`config.mk`:
```
export PLATFORM = sky130hd
export DESIGN_NAME = stc_timer
export DESIGN_NICKNAME = d
export VERILOG_FILES = /design/src/inc/stc_pkg.sv /design/src/rtl/stc_timer.sv
export SDC_FILE = /design/constraint.sdc
export NUM_CORES = 1
export LEC_CHECK = 0
export ABC_AREA = 1
export BUFFER_PORTS_ARGS = -buffer_cell sky130_fd_sc_hd__buf_4
export CELL_PAD_IN_SITES_DETAIL_PLACEMENT = 1
export CELL_PAD_IN_SITES_GLOBAL_PLACEMENT = 1
export CORE_ASPECT_RATIO = 0.7
export CORE_MARGIN = 8
export CORE_UTILIZATION = 33
export CTS_BUF_LIST = sky130_fd_sc_hd__clkbuf_8
export DETAILED_ROUTE_END_ITERATION = 8
export PLACE_DENSITY_LB_ADDON = 0.1
export SYNTH_ARGS = -nofsm -noshare
export SYNTH_HDL_FRONTEND = slang
export SYNTH_SLANG_ARGS = --single-unit
```
`constraint.sdc`:
```
create_clock -name SYS_CLK -period 2.2 [get_ports SYS_CLK]
set_input_delay 0.11 -clock SYS_CLK [delete_from_list [all_inputs] [get_ports SYS_CLK]]
set_output_delay 0.11 -clock SYS_CLK [all_outputs]
set_load 0.01 [all_outputs]
```
`src/inc/stc_pkg.sv`:
```
package stc_pkg;

  // ****************************************
  // register map, byte addresses on the bus
  // ****************************************
  localparam logic [7:0] STC_ADR_CTRL0  = 8'h00;
  localparam logic [7:0] STC_ADR_CTRL1  = 8'h04;
  localparam logic [7:0] STC_ADR_CNT_L  = 8'h08;
  localparam logic [7:0] STC_ADR_CNT_H  = 8'h0C;
  localparam logic [7:0] STC_ADR_CMPA_L = 8'h10;
  localparam logic [7:0] STC_ADR_CMPA_H = 8'h14;
  localparam logic [7:0] STC_ADR_CMPP   = 8'h18;
  localparam logic [7:0] STC_ADR_FLAGS  = 8'h1C;

  // ****************************************
  // field encodings
  // ****************************************
  localparam logic [1:0] STC_MODE_CMP   = 2'h0;
  localparam logic [1:0] STC_MODE_UNDEF = 2'h1;
  localparam logic [1:0] STC_MODE_PWM   = 2'h2;
  localparam logic [1:0] STC_MODE_TMR   = 2'h3;
  localparam logic [1:0] STC_IO_NONE    = 2'h0;
  localparam logic [1:0] STC_IO_LOW     = 2'h1;
  localparam logic [1:0] STC_IO_HIGH    = 2'h2;
  localparam logic [1:0] STC_IO_TOGGLE  = 2'h3;
  localparam logic [1:0] STC_IO_PWM     = 2'h2;
  localparam logic [1:0] STC_IO_PULSE   = 2'h3;
  localparam logic [2:0] STC_CK_DIV4    = 3'h0;
  localparam logic [2:0] STC_CK_SYS     = 3'h1;
  localparam logic [2:0] STC_CK_DIV16   = 3'h2;
  localparam logic [2:0] STC_CK_DIV64   = 3'h3;
  localparam logic [2:0] STC_CK_SUB0    = 3'h4;
  localparam logic [2:0] STC_CK_SUB1    = 3'h5;
  localparam logic [2:0] STC_CK_EXT_R   = 3'h6;
  localparam logic [5:0] STC_PRE_DIV4   = 6'h03;
  localparam logic [5:0] STC_PRE_DIV16  = 6'h0F;
  localparam logic [5:0] STC_PRE_DIV64  = 6'h3F;
  localparam logic [15:0] STC_CNT_MAX   = 16'hFFFF;
  localparam logic [15:0] STC_CNT_ONE   = 16'h0001;
  localparam logic [16:0] STC_FULL_SPAN = 17'h1_0000;

  // ****************************************
  // register layouts
  // ****************************************
  typedef struct packed {
    logic       counter_pause;
    logic [2:0] clk_sel;
    logic       counter_on;
    logic [2:0] unused;
  } stc_ctrl0_t;

  typedef struct packed {
    logic [1:0] op_mode_sel;
    logic [1:0] pin_function_sel;
    logic       output_initial_level;
    logic       output_invert;
    logic       duty_period_swap;
    logic       clear_select;
  } stc_ctrl1_t;

  typedef struct packed {
    logic [6:0] unused;
    logic       match_p_flag;
    logic       match_a_flag;
  } stc_flags_t;

  typedef struct packed {
    logic timer_output_pin;
    logic timer_output_pin_b;
  } stc_pins_t;

endpackage : stc_pkg

```
`src/rtl/stc_timer.sv`:
```
// Summary of operation
// counter_on rising clears the counter; falling keeps its value.
// counter_on low stops counting and powers the timer down; here nothing is powered down and the prescaler keeps running.
// counter_on rising restores the output to its initial level in output modes.
// control register bits 2 to 0 read as zero.
// mode field: 00 compare, 01 undefined, 10 PWM/pulse, 11 timer.
// software turns the timer off before changing the mode field.
// compare mode on A match: none, low, high or toggle.
// PWM mode pin function: inactive, active, PWM, single pulse.
// timer mode ignores pin function, initial level and invert bits.
// compare match requesting the current level shows no change.
// software changes the PWM pin function only while off.
// initial level bit means start level, polarity or pulse level by mode.
// invert bit inverts the output pin.
// swap bit exchanges period and duty roles of A and P.
// clear on A match, or on P match / overflow when P is zero.
// PWM and pulse modes ignore the clear-select bit.
// counter readable as two read-only bytes, zero after reset.
// compare A is a 16-bit read/write value compared with all bits.
// P compares with counter bits 15..8; period n*256, zero gives 65536.
// compare mode, clear-select 0: both match flags raise.
// compare mode, clear-select 1: only the A flag raises.
// software never sets compare A to zero in compare mode.
// pause freezes the counter; clearing it resumes from there.
// low byte writes fill a shared buffer; high byte write loads both.
// compare A zero overflows at FFFF with no A flag.
// running and not paused, count one per selected timer clock edge.
//
// Design decisions made here: the register offsets and the Wishbone interface to the registers.
`timescale 1ns/1ps
`default_nettype none

module stc_timer (
  // clock and reset
  input  wire logic               SYS_CLK,
  input  wire logic               RST_N,
  // wishbone slave
  input  wire logic               CYC_I,
  input  wire logic               STB_I,
  input  wire logic               WE_I,
  input  wire logic [7:0]         ADR_I,
  input  wire logic [3:0]         SEL_I,
  input  wire logic [31:0]        DAT_I,
  output logic      [31:0]        DAT_O,
  output logic                    ACK_O,
  // timer clock sources
  input  wire logic               SUB_CLK_TICK,
  input  wire logic               TIMER_CLK_PIN,
  // outputs
  output stc_pkg::stc_pins_t      TIMER_PINS,
  output logic                    MATCH_A_FLAG,
  output logic                    MATCH_P_FLAG
);
  import stc_pkg::*;

  // ****************************************
  // state
  // ****************************************
  typedef struct packed {
    stc_ctrl0_t  c0;
    stc_ctrl1_t  c1;
    logic [15:0] cnt;
    logic [15:0] cmpa;
    logic [7:0]  cmpp;
    logic [7:0]  lbuf;
    logic        flag_a;
    logic        flag_p;
    logic        out_lvl;
    logic [5:0]  presc;
    logic        ext_prev;
    logic        ack;
    logic [31:0] dat;
    logic        pin;
    logic        pin_b;
  } stc_state_t;

  stc_state_t s_q;
  stc_state_t s_d;

  function automatic logic pre_hit(input logic [5:0] p, input logic [5:0] mask);
    pre_hit = ((p & mask) == mask);
  endfunction : pre_hit

  function automatic logic [31:0] byte_word(input logic [7:0] b);
    byte_word = {24'h00_0000, b};
  endfunction : byte_word

  // ****************************************
  // next state
  // ****************************************
  logic        tick;
  logic        run;
  logic [15:0] nxt;
  logic        a_hit;
  logic        p_hit;
  logic        is_cmp;
  logic        is_pwm;
  logic        is_pulse;
  logic        is_tmr;
  logic [16:0] duty;
  logic        pwm_act;
  logic        req;
  logic        acc;
  logic        wr0;
  logic        on_rise;
  logic [31:0] rdata;
  stc_ctrl0_t  c0_w;

  always_comb begin
    s_d      = s_q;
    s_d.presc    = s_q.presc + 6'h01;
    s_d.ext_prev = TIMER_CLK_PIN;
    case (s_q.c0.clk_sel)
      STC_CK_DIV4:  tick = pre_hit(s_q.presc, STC_PRE_DIV4);
      STC_CK_SYS:   tick = 1'b1;
      STC_CK_DIV16: tick = pre_hit(s_q.presc, STC_PRE_DIV16);
      STC_CK_DIV64: tick = pre_hit(s_q.presc, STC_PRE_DIV64);
      STC_CK_SUB0,
      STC_CK_SUB1:  tick = SUB_CLK_TICK;
      STC_CK_EXT_R: tick = TIMER_CLK_PIN & ~s_q.ext_prev;
      default:      tick = ~TIMER_CLK_PIN & s_q.ext_prev;
    endcase
    run      = s_q.c0.counter_on & ~s_q.c0.counter_pause & tick;
    nxt      = s_q.cnt + STC_CNT_ONE;
    a_hit    = run && (s_q.cmpa != 16'h0000) && (nxt == s_q.cmpa);
    p_hit    = run && ((s_q.cmpp == 8'h00) ? (s_q.cnt == STC_CNT_MAX)
                                          : (nxt == {s_q.cmpp, 8'h00}));
    is_cmp   = (s_q.c1.op_mode_sel == STC_MODE_CMP);
    is_tmr   = (s_q.c1.op_mode_sel == STC_MODE_TMR);
    is_pwm   = (s_q.c1.op_mode_sel == STC_MODE_PWM)
               && (s_q.c1.pin_function_sel != STC_IO_PULSE);
    is_pulse = (s_q.c1.op_mode_sel == STC_MODE_PWM)
               && (s_q.c1.pin_function_sel == STC_IO_PULSE);

    // counting and clearing
    if (run) begin
      s_d.cnt = nxt;
    end
    if (is_cmp || is_tmr) begin
      if (s_q.c1.clear_select ? a_hit : p_hit) begin
        s_d.cnt = 16'h0000;
      end
      if (a_hit) begin
        s_d.flag_a = 1'b1;
      end
      if (p_hit && !s_q.c1.clear_select) begin
        s_d.flag_p = 1'b1;
      end
    end else if (is_pwm) begin
      // clear_select plays no part here
      if (s_q.c1.duty_period_swap ? a_hit : p_hit) begin
        s_d.cnt = 16'h0000;
      end
      if (a_hit) begin
        s_d.flag_a = 1'b1;
      end
      if (p_hit) begin
        s_d.flag_p = 1'b1;
      end
    end else if (is_pulse) begin
      // A match ends the pulse; counter holds until the next start
      if (a_hit) begin
        s_d.c0.counter_on = 1'b0;
        s_d.flag_a        = 1'b1;
      end
    end

    // output level before polarity
    duty = s_q.c1.duty_period_swap
           ? ((s_q.cmpp == 8'h00) ? STC_FULL_SPAN : {1'b0, s_q.cmpp, 8'h00})
           : {1'b0, s_q.cmpa};
    pwm_act = ({1'b0, s_q.cnt} < duty);
    if (is_cmp && a_hit) begin
      case (s_q.c1.pin_function_sel)
        STC_IO_LOW:    s_d.out_lvl = 1'b0;
        STC_IO_HIGH:   s_d.out_lvl = 1'b1;
        STC_IO_TOGGLE: s_d.out_lvl = ~s_q.out_lvl;
        default:       s_d.out_lvl = s_q.out_lvl;
      endcase
    end else if (is_pwm) begin
      case (s_q.c1.pin_function_sel)
        STC_IO_NONE: s_d.out_lvl = ~s_q.c1.output_initial_level;
        STC_IO_LOW:  s_d.out_lvl = s_q.c1.output_initial_level;
        default:     s_d.out_lvl = pwm_act ? s_q.c1.output_initial_level
                                           : ~s_q.c1.output_initial_level;
      endcase
    end else if (is_pulse) begin
      s_d.out_lvl = s_q.c0.counter_on ? s_q.c1.output_initial_level
                                      : ~s_q.c1.output_initial_level;
    end

    // ****************************************
    // bus: ack one cycle after request, effect on the ack edge
    // ****************************************
    req   = CYC_I & STB_I;
    acc   = req & s_q.ack;
    wr0   = acc & WE_I & SEL_I[0];
    s_d.ack = req & ~s_q.ack;
    case (ADR_I)
      STC_ADR_CTRL0:  rdata = byte_word({s_q.c0.counter_pause, s_q.c0.clk_sel,
                                         s_q.c0.counter_on, 3'h0});
      STC_ADR_CTRL1:  rdata = byte_word(s_q.c1);
      STC_ADR_CNT_L:  rdata = byte_word(s_q.lbuf);
      STC_ADR_CNT_H:  rdata = byte_word(s_q.cnt[15:8]);
      STC_ADR_CMPA_L: rdata = byte_word(s_q.lbuf);
      STC_ADR_CMPA_H: rdata = byte_word(s_q.cmpa[15:8]);
      STC_ADR_CMPP:   rdata = byte_word(s_q.cmpp);
      STC_ADR_FLAGS:  rdata = {30'h0000_0000, s_q.flag_p, s_q.flag_a};
      default:        rdata = 32'h0000_0000;
    endcase
    if (req && !s_q.ack) begin
      s_d.dat = rdata;
    end
    // reading a high byte snapshots its low byte into the shared buffer
    if (acc && !WE_I) begin
      if (ADR_I == STC_ADR_CNT_H) begin
        s_d.lbuf = s_q.cnt[7:0];
      end
      if (ADR_I == STC_ADR_CMPA_H) begin
        s_d.lbuf = s_q.cmpa[7:0];
      end
    end
    c0_w    = stc_ctrl0_t'(DAT_I[7:0]);
    on_rise = wr0 && (ADR_I == STC_ADR_CTRL0) && c0_w.counter_on
              && !s_q.c0.counter_on;
    if (wr0) begin
      case (ADR_I)
        STC_ADR_CTRL0: begin
          s_d.c0        = c0_w;
          s_d.c0.unused = 3'h0;
        end
        STC_ADR_CTRL1:  s_d.c1 = stc_ctrl1_t'(DAT_I[7:0]);
        STC_ADR_CMPA_L: s_d.lbuf = DAT_I[7:0];
        STC_ADR_CMPA_H: s_d.cmpa = {DAT_I[7:0], s_q.lbuf};
        STC_ADR_CMPP:   s_d.cmpp = DAT_I[7:0];
        STC_ADR_FLAGS: begin
          // a match in the same cycle keeps its flag set
          if (DAT_I[0] && !s_d.flag_a) begin
            s_d.flag_a = 1'b0;
          end else if (DAT_I[0] && !(a_hit && (is_cmp || is_tmr || is_pwm || is_pulse))) begin
            s_d.flag_a = 1'b0;
          end
          if (DAT_I[1] && !(p_hit && !((is_cmp || is_tmr) && s_q.c1.clear_select)
                            && !is_pulse && s_q.c1.op_mode_sel != STC_MODE_UNDEF)) begin
            s_d.flag_p = 1'b0;
          end
        end
        default: ;
      endcase
    end
    if (on_rise) begin
      s_d.cnt = 16'h0000;
      if (!is_tmr) begin
        s_d.out_lvl = s_d.c1.output_initial_level;
      end
    end

    // registered pin drive; timer mode leaves the pin parked low
    if (is_tmr) begin
      s_d.pin   = 1'b0;
      s_d.pin_b = 1'b1;
    end else begin
      s_d.pin   = s_d.out_lvl ^ s_q.c1.output_invert;
      s_d.pin_b = ~(s_d.out_lvl ^ s_q.c1.output_invert);
    end
  end

  // ****************************************
  // state register
  // ****************************************
  always_ff @(posedge SYS_CLK or negedge RST_N) begin
    if (!RST_N) begin
      s_q       <= '0;
      s_q.pin_b <= 1'b1;
    end else begin
      s_q <= s_d;
    end
  end

  assign DAT_O                       = s_q.dat;
  assign ACK_O                       = s_q.ack;
  assign TIMER_PINS.timer_output_pin   = s_q.pin;
  assign TIMER_PINS.timer_output_pin_b = s_q.pin_b;
  assign MATCH_A_FLAG                = s_q.flag_a;
  assign MATCH_P_FLAG                = s_q.flag_p;
endmodule : stc_timer

`default_nettype wire

```
======== Yosys cells after proc, flatten, opt, wreduce, memory -nomap -nowiden ========
Cells that the tools add are included.
operators by class
  $add $sub $neg .......................... 2
  order comparisons ....................... 1
  equal/unequal tests ..................... 26
  multiplexer cells ....................... 46
  bitwise operators ....................... 17
  reductions and logical operators ........ 44
operator list
  cell                                                                    count
  16-bit two-way mux                                                      6
  8-bit one-hot mux with 7 select lines                                   1
  8-bit two-way mux                                                       5
  17-bit two-way mux                                                      2
  16-bit equality test                                                    2
  8-bit by 5-bit equality test with 1-bit output (second input constant)  4
  1-bit two-way mux                                                       23
  1-bit logical AND                                                       20
  16-bit by 17-bit < comparator with 1-bit output                         1
  16-bit by 1-bit adder with 16-bit output (second input constant)        1
  16-bit equality test (second input constant)                            1
  8-bit by 4-bit equality test with 1-bit output (second input constant)  2
  8-bit logical NOT                                                       2
  16-bit nonzero test                                                     1
  12-bit two-way mux                                                      1
  2-bit equality test (second input constant)                             5
  10-bit two-way mux                                                      1
  1-bit bitwise AND                                                       9
  3-bit equality test (second input constant)                             3
  1-bit logical NOT                                                       9
  8-bit by 3-bit equality test with 1-bit output (second input constant)  1
  2-bit AND reduction                                                     4
  1-bit inverter                                                          7
  6-bit by 1-bit adder with 6-bit output (second input constant)          1
  other kinds (17)                                                        24
word-level totals
  flip-flop bits (word level) ............. 106
  input bits .............................. 51
  output and inout bits ................... 37
  logic and storage cells ................. 158

======== Depth between registers and ports, before layout ========
Gate-level depths: netlist (run 1).
  word-level depth ........................ 17
  depth in mapped cells ................... 22
  mapped depth without buffers ............ 21

======== Worst setup path before layout (run 1) ========
OpenSTA, ideal clock, no wires.
  kind .................................... register to register
  start ................................... reg s_q[94] (netlist name)
  end ..................................... reg s_q, in the netlist TIMER_PINS[1]
  setup time .............................. 0.119 ns
  data arrival time ....................... 2.119 ns
  required time ........................... 2.081 ns
  path slack .............................. -0.038 ns
  cell stages (with the launch flop) ...... 22
  buffers on the path ..................... 1
  clock period less this slack ............ 2.238 ns
  cell sequence ........................... dfrtp_1 -> inv_1 -> clkbuf_1 -> nand2_1 -> ha_1 -> nand2_1 -> nor2_1 -> nand2_1 -> nand3_1 -> nand2_1 -> nand2_1 -> nand2_1 -> nand2_1 -> nand2_1 -> nand2_1 -> nand2_1 -> nand2_1 -> nand2_1 -> nand2_1 -> nand3_2 -> a21oi_1 -> nor2_1
RTL lines
  element          RTL line         RTL
  start, declared  stc_timer.sv:77  stc_state_t s_q;

==> impl_metrics.yaml, run 1 <==
cells_and_area:
  nets: 1116
  drive_gt1_frac: 0.306
  num_antenna_cells: 0
  multi_input_area_um2: 3630
  fillers: 2303
  seq_area_um2: 2060
  syn_to_final_growth_pct: 38.0
  final_util: 0.459
timing:
  relSlewSlack: 0.201
  rsz0062_at_grt: "yes"
  skew_ns: 0.0120
  period_minus_slack_ns: 2.52
  fin_crit_sh: 1.14
  finalSetupViolCount: 22
  tns_ns: -6.09
  hold_viol: 0
  finalMaxSlewViolations: 0
  fin_ws_ns: -0.317
  tightest_slew_ns: 1.17
  max_freq_mhz: 397
clock_tree:
  h-tree-depth: 3
  cts_num_sinks: 82
  clk_latency_ns: 0.39
  cts_tree: "yes"
  clk_path_buf_depth: 2
  cts_root_buf: "clkbuf_8"
  cts_buffers: 9
  clk_pin_slew_ns: 0.10
synth:
  ys.warnings.count: 0
  synth_top_family_by_area: "simple AND/OR/NAND/NOR gates"
  synthArstFlopShare: 1.00
  synth-simple-area-share: 0.335
  synth_edf_count: 0
  synth_top_area_frac: 0.343
  syn_area_per_cell_um2: 6.84
  yosys.area.top_type: "dfrtp_1"
  synthXorXnorAreaFrac: 0.0104
  synth_compound_area_frac: 0.135
  synth_fa_ha_area_frac: 0.0466
  synth_seq_area_share: 0.348
  ys.flop_type: "dfrtp_1"
  synthTopCellsByCount: "nand2_1, inv_1, nor2_1, o21ai_0, dfrtp_1"
  synthCells: 863
  synth_area_um2: 5900
  synthTopCellsByArea: "dfrtp_1, nand2_1, o21ai_0, inv_1, nor2_1"
  synth_seq_cells: 82
  synthMuxAreaShare: 0
  yosysMostFrequentCell: "nand2_1"
  yosysUniqueCellTypes: 42
grt:
  grt_max_degree: 52
  grt_antenna_before_repair: 0
  grt_first_pass_wirelength_mm: 40.0
  groute.usage.overall: 0.230
  gr-total-overflow: 0
  grt_pass1_vias: 7080
place:
  io_buffers: 36
  gp_congestion: 0.949
  dp_hpwl_mm: 20.2
detailed_routing:
  dr.pass1.iters: 5
  detail_route.iter0.violations: 398
  drcViolationCount: 0
  antenna_left: 0
  vias: 6651
  wl_per_cell_um: 20.1
  drt-total-wl_mm: 25.9
  viasPerCell: 5.18
die:
  die_area_um2: 22500
  pin_count: 88
  core_um2: 17700
  die_x_um: 176
  die_height_um: 128
  fp-row-count: 41
  start_util: 0.333
outcome:
  outcome: "finished, violations left"
  violations: "setup timing"
power_and_ir_drop:
  power_density_nw_per_um2: 345
  ir_worst_vdd_v: 0.000198
  p_leak_nw: 3.85
setup_path:
  path_class: "reg2reg"
  cp_max_fo: 8
  worstSetupEndpointType: "flop"
  worstPathRequired_ns: 2.49
  cp-start-kind: "flop"
  arrival_ns: 2.80
hold_path:
  hold_class: "in2reg"
job:
  max-cap-violations: 0
-- cells in the final DEF (no fill, tap or decap), drive strengths merged, types with 4 or more instances in the layout --
cell type	synthesis	final
a21oi	23	23
a31oi	9	9
buf	36	189
clkbuf	14	10
conb	1	24
dfrtp	81	81
dlygate4sd3	0	5
ha	22	22
inv	110	113
nand2	241	242
nand3	69	69
nand3b	4	4
nand4	16	16
nor2	100	100
nor3	13	13
o21ai	85	85
o22ai	12	12
xor2	7	7
-- sequential cells by signal (all words and copies together), names as in the netlist --
name          cells
MATCH_A_FLAG      1
MATCH_P_FLAG      1
s_q              69
DAT_O             8
ACK_O             1
TIMER_PINS        2
-- metrics by stage --
stage	hold WS (ns)	power [mW]	setup slack, ns	instances	area [um^2]
global route	0.0189	2.89	-0.489	1284	8140
CTS	0.000462	2.82	-0.323	1278	7760
detailed placement	0.110	1.71	-0.394	1247	7300
floorplan	-0.186	1.63	0.0467	886	5990
global placement	0.0976	1.70	-0.291	1247	7300
finish	0.00250	2.81	-0.317	1284	8140
-- timing repair --
action                                 4_1_cts  5_1_grt
pin swaps                                   24       48
cloned                                       1        1
hold buffers                                 5        0
buffers inserted                             9        5
gates resized for setup                     42       82
setup endpoints to repair                   22       23
endpoints found under the hold margin       35        0
-- logic make-up after synthesis --
group,after synthesis
XOR/XNOR,7
AND/OR/NAND/NOR,447
other,1
adder cells (fa/ha/maj),22
flip-flops,82
AO/OA/AOI/OAI,144
buffers and inverters,160
-- cell type report --
| type | instances | area share |
|---|---|---|
| Clock buffer | 9 | 0.0152 |
| Clock inverter | 7 | 0.00645 |
| Inverter | 110 | 0.0513 |
| Multi-Input combinational cell | 645 | 0.446 |
| Sequential cell | 82 | 0.252 |
| Tap cell | 236 | 0.0363 |
| Timing Repair Buffer | 195 | 0.193 |
-- layer usage --
layer / track usage / up-vias / part of all wire
li1: - / 3114 / -
met1: 0.311 / 3310 / 0.46
met2: 0.366 / 180 / 0.45
met3: 0.0459 / 47 / 0.060
met4: 0.0631 / 0 / 0.025
met5: 0 / - / 0
-- power by group --
group	total, mW	internal [mW]	leakage, nW	switching, mW
logic	0.175	0.0571	2.72	0.118
clock network	1.12	0.417	0.0837	0.702
registers	1.52	1.51	1.05	0.00603
total	2.81	1.99	3.85	0.825
-- critical path: stages, from the launching register on --
cell	delay, ns
dfrtp_1	0.42
buf_6	0.15
nand2_2	0.07
nor2_4	0.23
nand2_4	0.13
nand2_4	0.10
nand2_4	0.07
nor3_4	0.25
nand3_2	0.13
nor2_4	0.12
nand3_2	0.08
o21ai_4	0.17
nand4_4	0.20
nand2_4	0.21
nor2_1	0.07
-- worst paths after layout --
check,endpoint,slack (ns),cells past startpoint,from
max reg2reg,s_q[81],-0.32,14,s_q[78]
min in group asynchronous,s_q[79],0.22,2,RST_N
min,s_q[108],0.003,3,DAT_I[7]
min reg2reg,s_q[41],0.48,1,s_q[41]
max in group asynchronous,TIMER_PINS[0],1.24,3,RST_N
max,s_q[81],-0.32,14,s_q[78]
Power figures use the tool's default switching activity.
==> inputs of run 2 (changes only) <==
- clock period: 2.2 -> 2.25 ns (I/O delays scaled with it)
==> run 2 against run 1 <==
Compared with the run above:
- the flow still finishes with violations (setup timing)
- critical endpoint is now s_q[85]
- clock skew shrank 0.0019 ns
- final cell count shrank 1.4%
- worst setup slack better by 0.063 ns
- utilization decreased by 1.3 points
- non-clock buffer count down 18
- sequential share of layout area is 0.74 points higher
- global-route usage is 0.88 points lower
- flip-flop and latch count did not move
- via count down 2.6%
- critical path type unchanged
- sequential power decreased by 3%
- combinational power shrank 4%
- critical path depth grew 4
==> impl_metrics.yaml, run 2 (synthesis results as in run 1) <==
setup_path:
  worstPathRequired_ns: 2.52
  crit_top_cell: "nand2_2"
  cpPeakStageDelay_ns: 0.40
  worst_path_max_delay_cell: "dfrtp_1"
  worstPathCellList: "buf_4 -> ha_4 -> nand2_8 -> nand2_2 -> buf_4 -> nand2_2 -> nand2_2 -> nor2_4 -> buf_4 -> nand3b_1 -> nor2_1 -> nand4_1 -> nor2_1 -> nand3b_1 -> nand2_2 -> inv_4 -> nand2_8 -> nor2_1"
  cp-start-kind: "flop"
  path_class: "reg2reg"
  cp_max_fo: 8
  worstSetupEndpointType: "flop"
  arrival_ns: 2.78
die:
  fp-row-count: 41
  die_x_um: 176
  start_util: 0.333
  pin_count: 88
  die_area_um2: 22500
  die_height_um: 128
  core_um2: 17700
clock_tree:
  cts_tree: "yes"
  h-tree-depth: 3
  clk_pin_slew_ns: 0.10
  cts_buffers: 9
  cts_num_sinks: 82
  clk_path_buf_depth: 2
  clk_latency_ns: 0.39
  cts_root_buf: "clkbuf_8"
timing:
  fin_ws_ns: -0.254
  period_minus_slack_ns: 2.50
  relSlewSlack: 0.194
  max_freq_mhz: 399
  skew_ns: 0.0101
  finalSetupViolCount: 22
  fin_crit_sh: 1.11
  tightest_slew_ns: 1.18
  hold_viol: 0
  finalMaxSlewViolations: 0
  rsz0062_at_grt: "yes"
grt:
  grt_first_pass_wirelength_mm: 38.5
  groute.usage.overall: 0.221
  gr-total-overflow: 0
  grt_pass1_vias: 6909
  grt_antenna_before_repair: 0
  grt_max_degree: 46
cells_and_area:
  syn_to_final_growth_pct: 34.2
  mostFrequentLayoutCells: "nand2_1, buf_4, inv_1"
  fillers: 2273
  largest_reg_flops: 69
  fin_area_um2: 7920
  regMostFlops: "s_q"
  drive_gt1_frac: 0.282
  nets: 1098
  mostFrequentLayoutCell: "nand2_1"
  num_antenna_cells: 0
power_and_ir_drop:
  pwr-share-comb: 0.061
  power.internal_mw: 1.96
  netSwitchingPower_mw: 0.804
  power_density_nw_per_um2: 349
  clkPwrFrac: 0.402
  total_power_mw: 2.76
  sw_frac_of_total: 0.291
  ir_worst_vdd_v: 0.000242
  pwr-share-seq: 0.537
  p_leak_nw: 3.78
outcome:
  outcome: "finished, violations left"
  violations: "setup timing"
place:
  gp_congestion: 0.935
  dp_hpwl_mm: 19.8
  placed_cell_area_um2: 7180
  io_buffers: 36
  place_ws_ns: -0.358
detailed_routing:
  drt-total-wl_mm: 24.5
  dr.pass1.iters: 4
  drcViolationCount: 0
  viasPerCell: 5.12
  vias: 6479
  antenna_left: 0
  detail_route.iter0.violations: 530
  wl_per_cell_um: 19.4
job:
  max-cap-violations: 0
hold_path:
  hold_class: "in2reg"
run 2: final timing paths:
path	from	to	slack [ns]	cells after the start
max reg2reg	s_q[77]	s_q[85]	-0.25	18
min in group asynchronous	RST_N	s_q[77]	0.26	2
max in group asynchronous	RST_N	TIMER_PINS[0]	1.26	3
min	DAT_I[4]	s_q[105]	0.04	3
max	s_q[77]	s_q[85]	-0.25	18
min reg2reg	s_q[41]	s_q[41]	0.48	1
run 2: stage by stage:
step | hold WS, ns | instances | TNS (ns) | util
CTS | 0.00868 | 1263 | -4.71 | 0.439
detailed placement | 0.155 | 1229 | -7.19 | 0.404
global route | 0.0187 | 1266 | -8.17 | 0.446
finish | 0.0354 | 1266 | -4.87 | 0.446
floorplan | -0.183 | 886 | 0 | -
global placement | 0.130 | 1229 | -5.30 | 0.404
run 2: repair_timing:
item	4_1_cts	5_1_grt
hold buffers	6	0
pin swaps	14	10
gates cloned	1	1
resized for setup	76	23
buffers inserted	12	2
endpoints found under the hold margin	42	0
endpoints found under the setup margin	22	22
run 2: layout make-up:
class / instances / area [um^2] / share of cell area
Timing Repair Buffer: 177 / 1420 / 0.180
Sequential cell: 82 / 2060 / 0.260
Clock buffer: 9 / 124 / 0.0156
Multi-Input combinational cell: 645 / 3550 / 0.448
Clock inverter: 7 / 60.1 / 0.00758
Tap cell: 236 / 295 / 0.0373
Inverter: 110 / 415 / 0.0524
run 2: layer usage:
| layer | up-vias | GRT usage | part of all wire |
|---|---|---|---|
| li1 | 3080 | - | - |
| met1 | 3237 | 0.312 | 0.49 |
| met2 | 141 | 0.351 | 0.45 |
| met3 | 21 | 0.0338 | 0.045 |
| met4 | 0 | 0.0462 | 0.012 |
| met5 | - | 0 | 0 |
run 2: power groups by stage:
stage,Sequential (mW),Combinational (mW),Clock (mW)
after floorplan,1.51,0.0845,0
after global placement,1.51,0.153,0
after global routing,1.49,0.186,1.20
after CTS,1.48,0.168,1.15
final,1.48,0.168,1.11
after detailed placement,1.51,0.158,0
run 2: critical path, delay by kind of cell (launching register included):
kind | cells | cell delay [ns]
flip-flops | 1 | 0.40
AND/OR/NAND/NOR | 13 | 1.31
adder cells (fa/ha/maj) | 1 | 0.19
buffers and inverters | 4 | 0.50
==> inputs of run 3 (changes only) <==
- CORE_UTILIZATION: 33 -> 38
==> run 3 against run 2 <==
Compared with the run above:
- the run still ends with setup timing left
- via count grew 3.1%
- worst setup slack lost 0.045 ns
- combinational power grew 6%
- critical endpoint is now TIMER_PINS[1]
- critical path depth is 1 higher
- sequential power barely moved
- clock skew fell by 0.0019 ns
- critical path type unchanged
- count of clock-buffer cells in the layout is the same
- cell area up 3.0%
- clock power hardly changed
- final cell count fell by 1.3%
==> impl_metrics.yaml, run 3 (synthesis results as in run 1) <==
outcome:
  outcome: "finished, violations left"
  violations: "setup timing"
detailed_routing:
  viasPerCell: 5.35
  drt-total-wl_mm: 25.4
  drcViolationCount: 0
  wl_per_cell_um: 20.3
  detail_route.iter0.violations: 492
  dr.pass1.iters: 5
  vias: 6682
  antenna_left: 0
timing:
  finalSetupViolCount: 22
  rsz0062_at_grt: "yes"
  skew_ns: 0.00826
  period_minus_slack_ns: 2.55
  fin_ws_ns: -0.299
  max_freq_mhz: 392
  relSlewSlack: 0.354
  fin_crit_sh: 1.13
  finalMaxSlewViolations: 0
  tightest_slew_ns: 0.945
  hold_viol: 0
cells_and_area:
  final_cells: 1250
  mostFrequentLayoutCells: "nand2_1, buf_4, inv_1"
  regMostFlops: "s_q"
  syn_to_final_growth_pct: 38.2
  num_antenna_cells: 0
  nets: 1118
  largest_reg_flops: 69
  fillers: 1965
  fin_area_um2: 8160
  drive_gt1_frac: 0.312
  mostFrequentLayoutCell: "nand2_1"
hold_path:
  hp-start: "STB_I"
  hold_class: "in2reg"
grt:
  gr-total-overflow: 0
  grt_antenna_before_repair: 0
  grt_max_degree: 38
  grt_pass1_vias: 7076
  groute.usage.overall: 0.257
  grt_first_pass_wirelength_mm: 39.1
setup_path:
  worst_path_max_delay_cell: "dfrtp_2"
  cpPeakStageDelay_ns: 0.48
  crit_family: "simple AND/OR/NAND/NOR gates"
  cp-start-kind: "flop"
  worstSetupEndpointType: "flop"
  critPathLaunch: "s_q[77]"
  worstPathCellList: "buf_6 -> ha_4 -> inv_2 -> nand2_1 -> nand4_1 -> nor2_1 -> buf_4 -> nand2_4 -> nor2_2 -> nand2_1 -> nor2_1 -> buf_4 -> nand2_4 -> nor2_4 -> nand3_2 -> nand3_4 -> nand3_2 -> nand2_1 -> nor2_1"
  worstPathRequired_ns: 2.55
  crit_buf_inv: 4
  path_class: "reg2reg"
  arrival_ns: 2.85
  timing.rr.start: "s_q[77]"
  cp_max_fo: 4
place:
  placed_cell_area_um2: 7230
  gp_congestion: 0.946
  io_buffers: 36
  dp_hpwl_mm: 19.6
  place_inst: 1209
power_and_ir_drop:
  pwr-share-comb: 0.065
  clkPwrFrac: 0.396
  sw_frac_of_total: 0.291
  pwr-share-seq: 0.540
  power_density_nw_per_um2: 337
  netSwitchingPower_mw: 0.801
  power.internal_mw: 1.95
  ir_worst_vdd_v: 0.000263
  p_leak_nw: 3.90
clock_tree:
  clk_latency_ns: 0.40
  cts_tree: "yes"
  cts_buffers: 9
  h-tree-depth: 3
  cts_num_sinks: 82
  cts_root_buf: "clkbuf_8"
  clk_path_buf_depth: 2
  clk_pin_slew_ns: 0.10
die:
  core_um2: 15400
  fp-row-count: 38
  pin_count: 88
  start_util: 0.384
  die_height_um: 120
  die_area_um2: 19800
  die_x_um: 165
job:
  max-cap-violations: 0
-- run 3: worst min-delay path: cells and delay by family --
family | cells | cell delay [ns]
buf+inv | 2 | 0.17
simple gates | 1 | 0.09
-- run 3: power groups by stage --
stage	clock network [mW]	registers, mW	logic [mW]
after floorplan	0	1.51	0.0845
after global routing	1.15	1.49	0.196
after detailed placement	0	1.51	0.160
final	1.09	1.48	0.178
after CTS	1.11	1.48	0.175
after global placement	0	1.51	0.155
-- run 3: final cells by class --
class | count | area (um^2) | share of cell area
multi-input cells | 645 | 3690 | 0.453
flip-flops and latches | 82 | 2060 | 0.253
repair buffers | 197 | 1560 | 0.192
inverters | 110 | 415 | 0.0509
well taps | 200 | 250 | 0.0307
clock buffers | 9 | 124 | 0.0152
clock inverters | 7 | 53.8 | 0.00659
-- run 3: worst paths after layout --
| path | cells after the start | slack [ns] | endpoint |
|---|---|---|---|
| min in group asynchronous | 2 | 0.25 | s_q[79] |
| min | 3 | 0.02 | ACK_O |
| max reg2reg | 19 | -0.30 | TIMER_PINS[1] |
| min reg2reg | 1 | 0.49 | s_q[41] |
| max | 19 | -0.30 | TIMER_PINS[1] |
| max in group asynchronous | 3 | 1.30 | TIMER_PINS[0] |
-- run 3: repair_timing --
| item | in CTS | in global routing |
|---|---|---|
| endpoints found under the setup margin | 22 | 22 |
| hold buffers | 9 | 0 |
| buffers inserted | 9 | 7 |
| hold endpoints to repair | 43 | 0 |
| gates resized for setup | 82 | 62 |
| cloned | 2 | 0 |
| pin swaps | 54 | 50 |
-- run 3: per-stage QoR --
| stage | utilization | hold WS (ns) | power [mW] | worst slack, ns | setup TNS [ns] |
|---|---|---|---|---|---|
| after CTS | 0.514 | 0.00372 | 2.77 | -0.242 | -4.54 |
| after floorplan | - | -0.183 | 1.60 | 0.0117 | 0 |
| after detailed placement | 0.471 | 0.149 | 1.67 | -0.350 | -5.76 |
| after global routing | 0.531 | 0.0247 | 2.83 | -0.438 | -8.15 |
| after global placement | 0.471 | 0.145 | 1.67 | -0.289 | -3.44 |
| final | 0.531 | 0.0192 | 2.75 | -0.299 | -5.50 |
-- run 3: metal layers --
layer | wire length (um) | vias to the layer above | share of wire | track usage
met1 | 11600 | 3322 | 0.45 | 0.347
met5 | 0 | - | 0 | 0
li1 | - | 3123 | - | -
met4 | 544 | 0 | 0.021 | 0.0819
met2 | 11700 | 204 | 0.46 | 0.406
met3 | 1590 | 33 | 0.063 | 0.0509
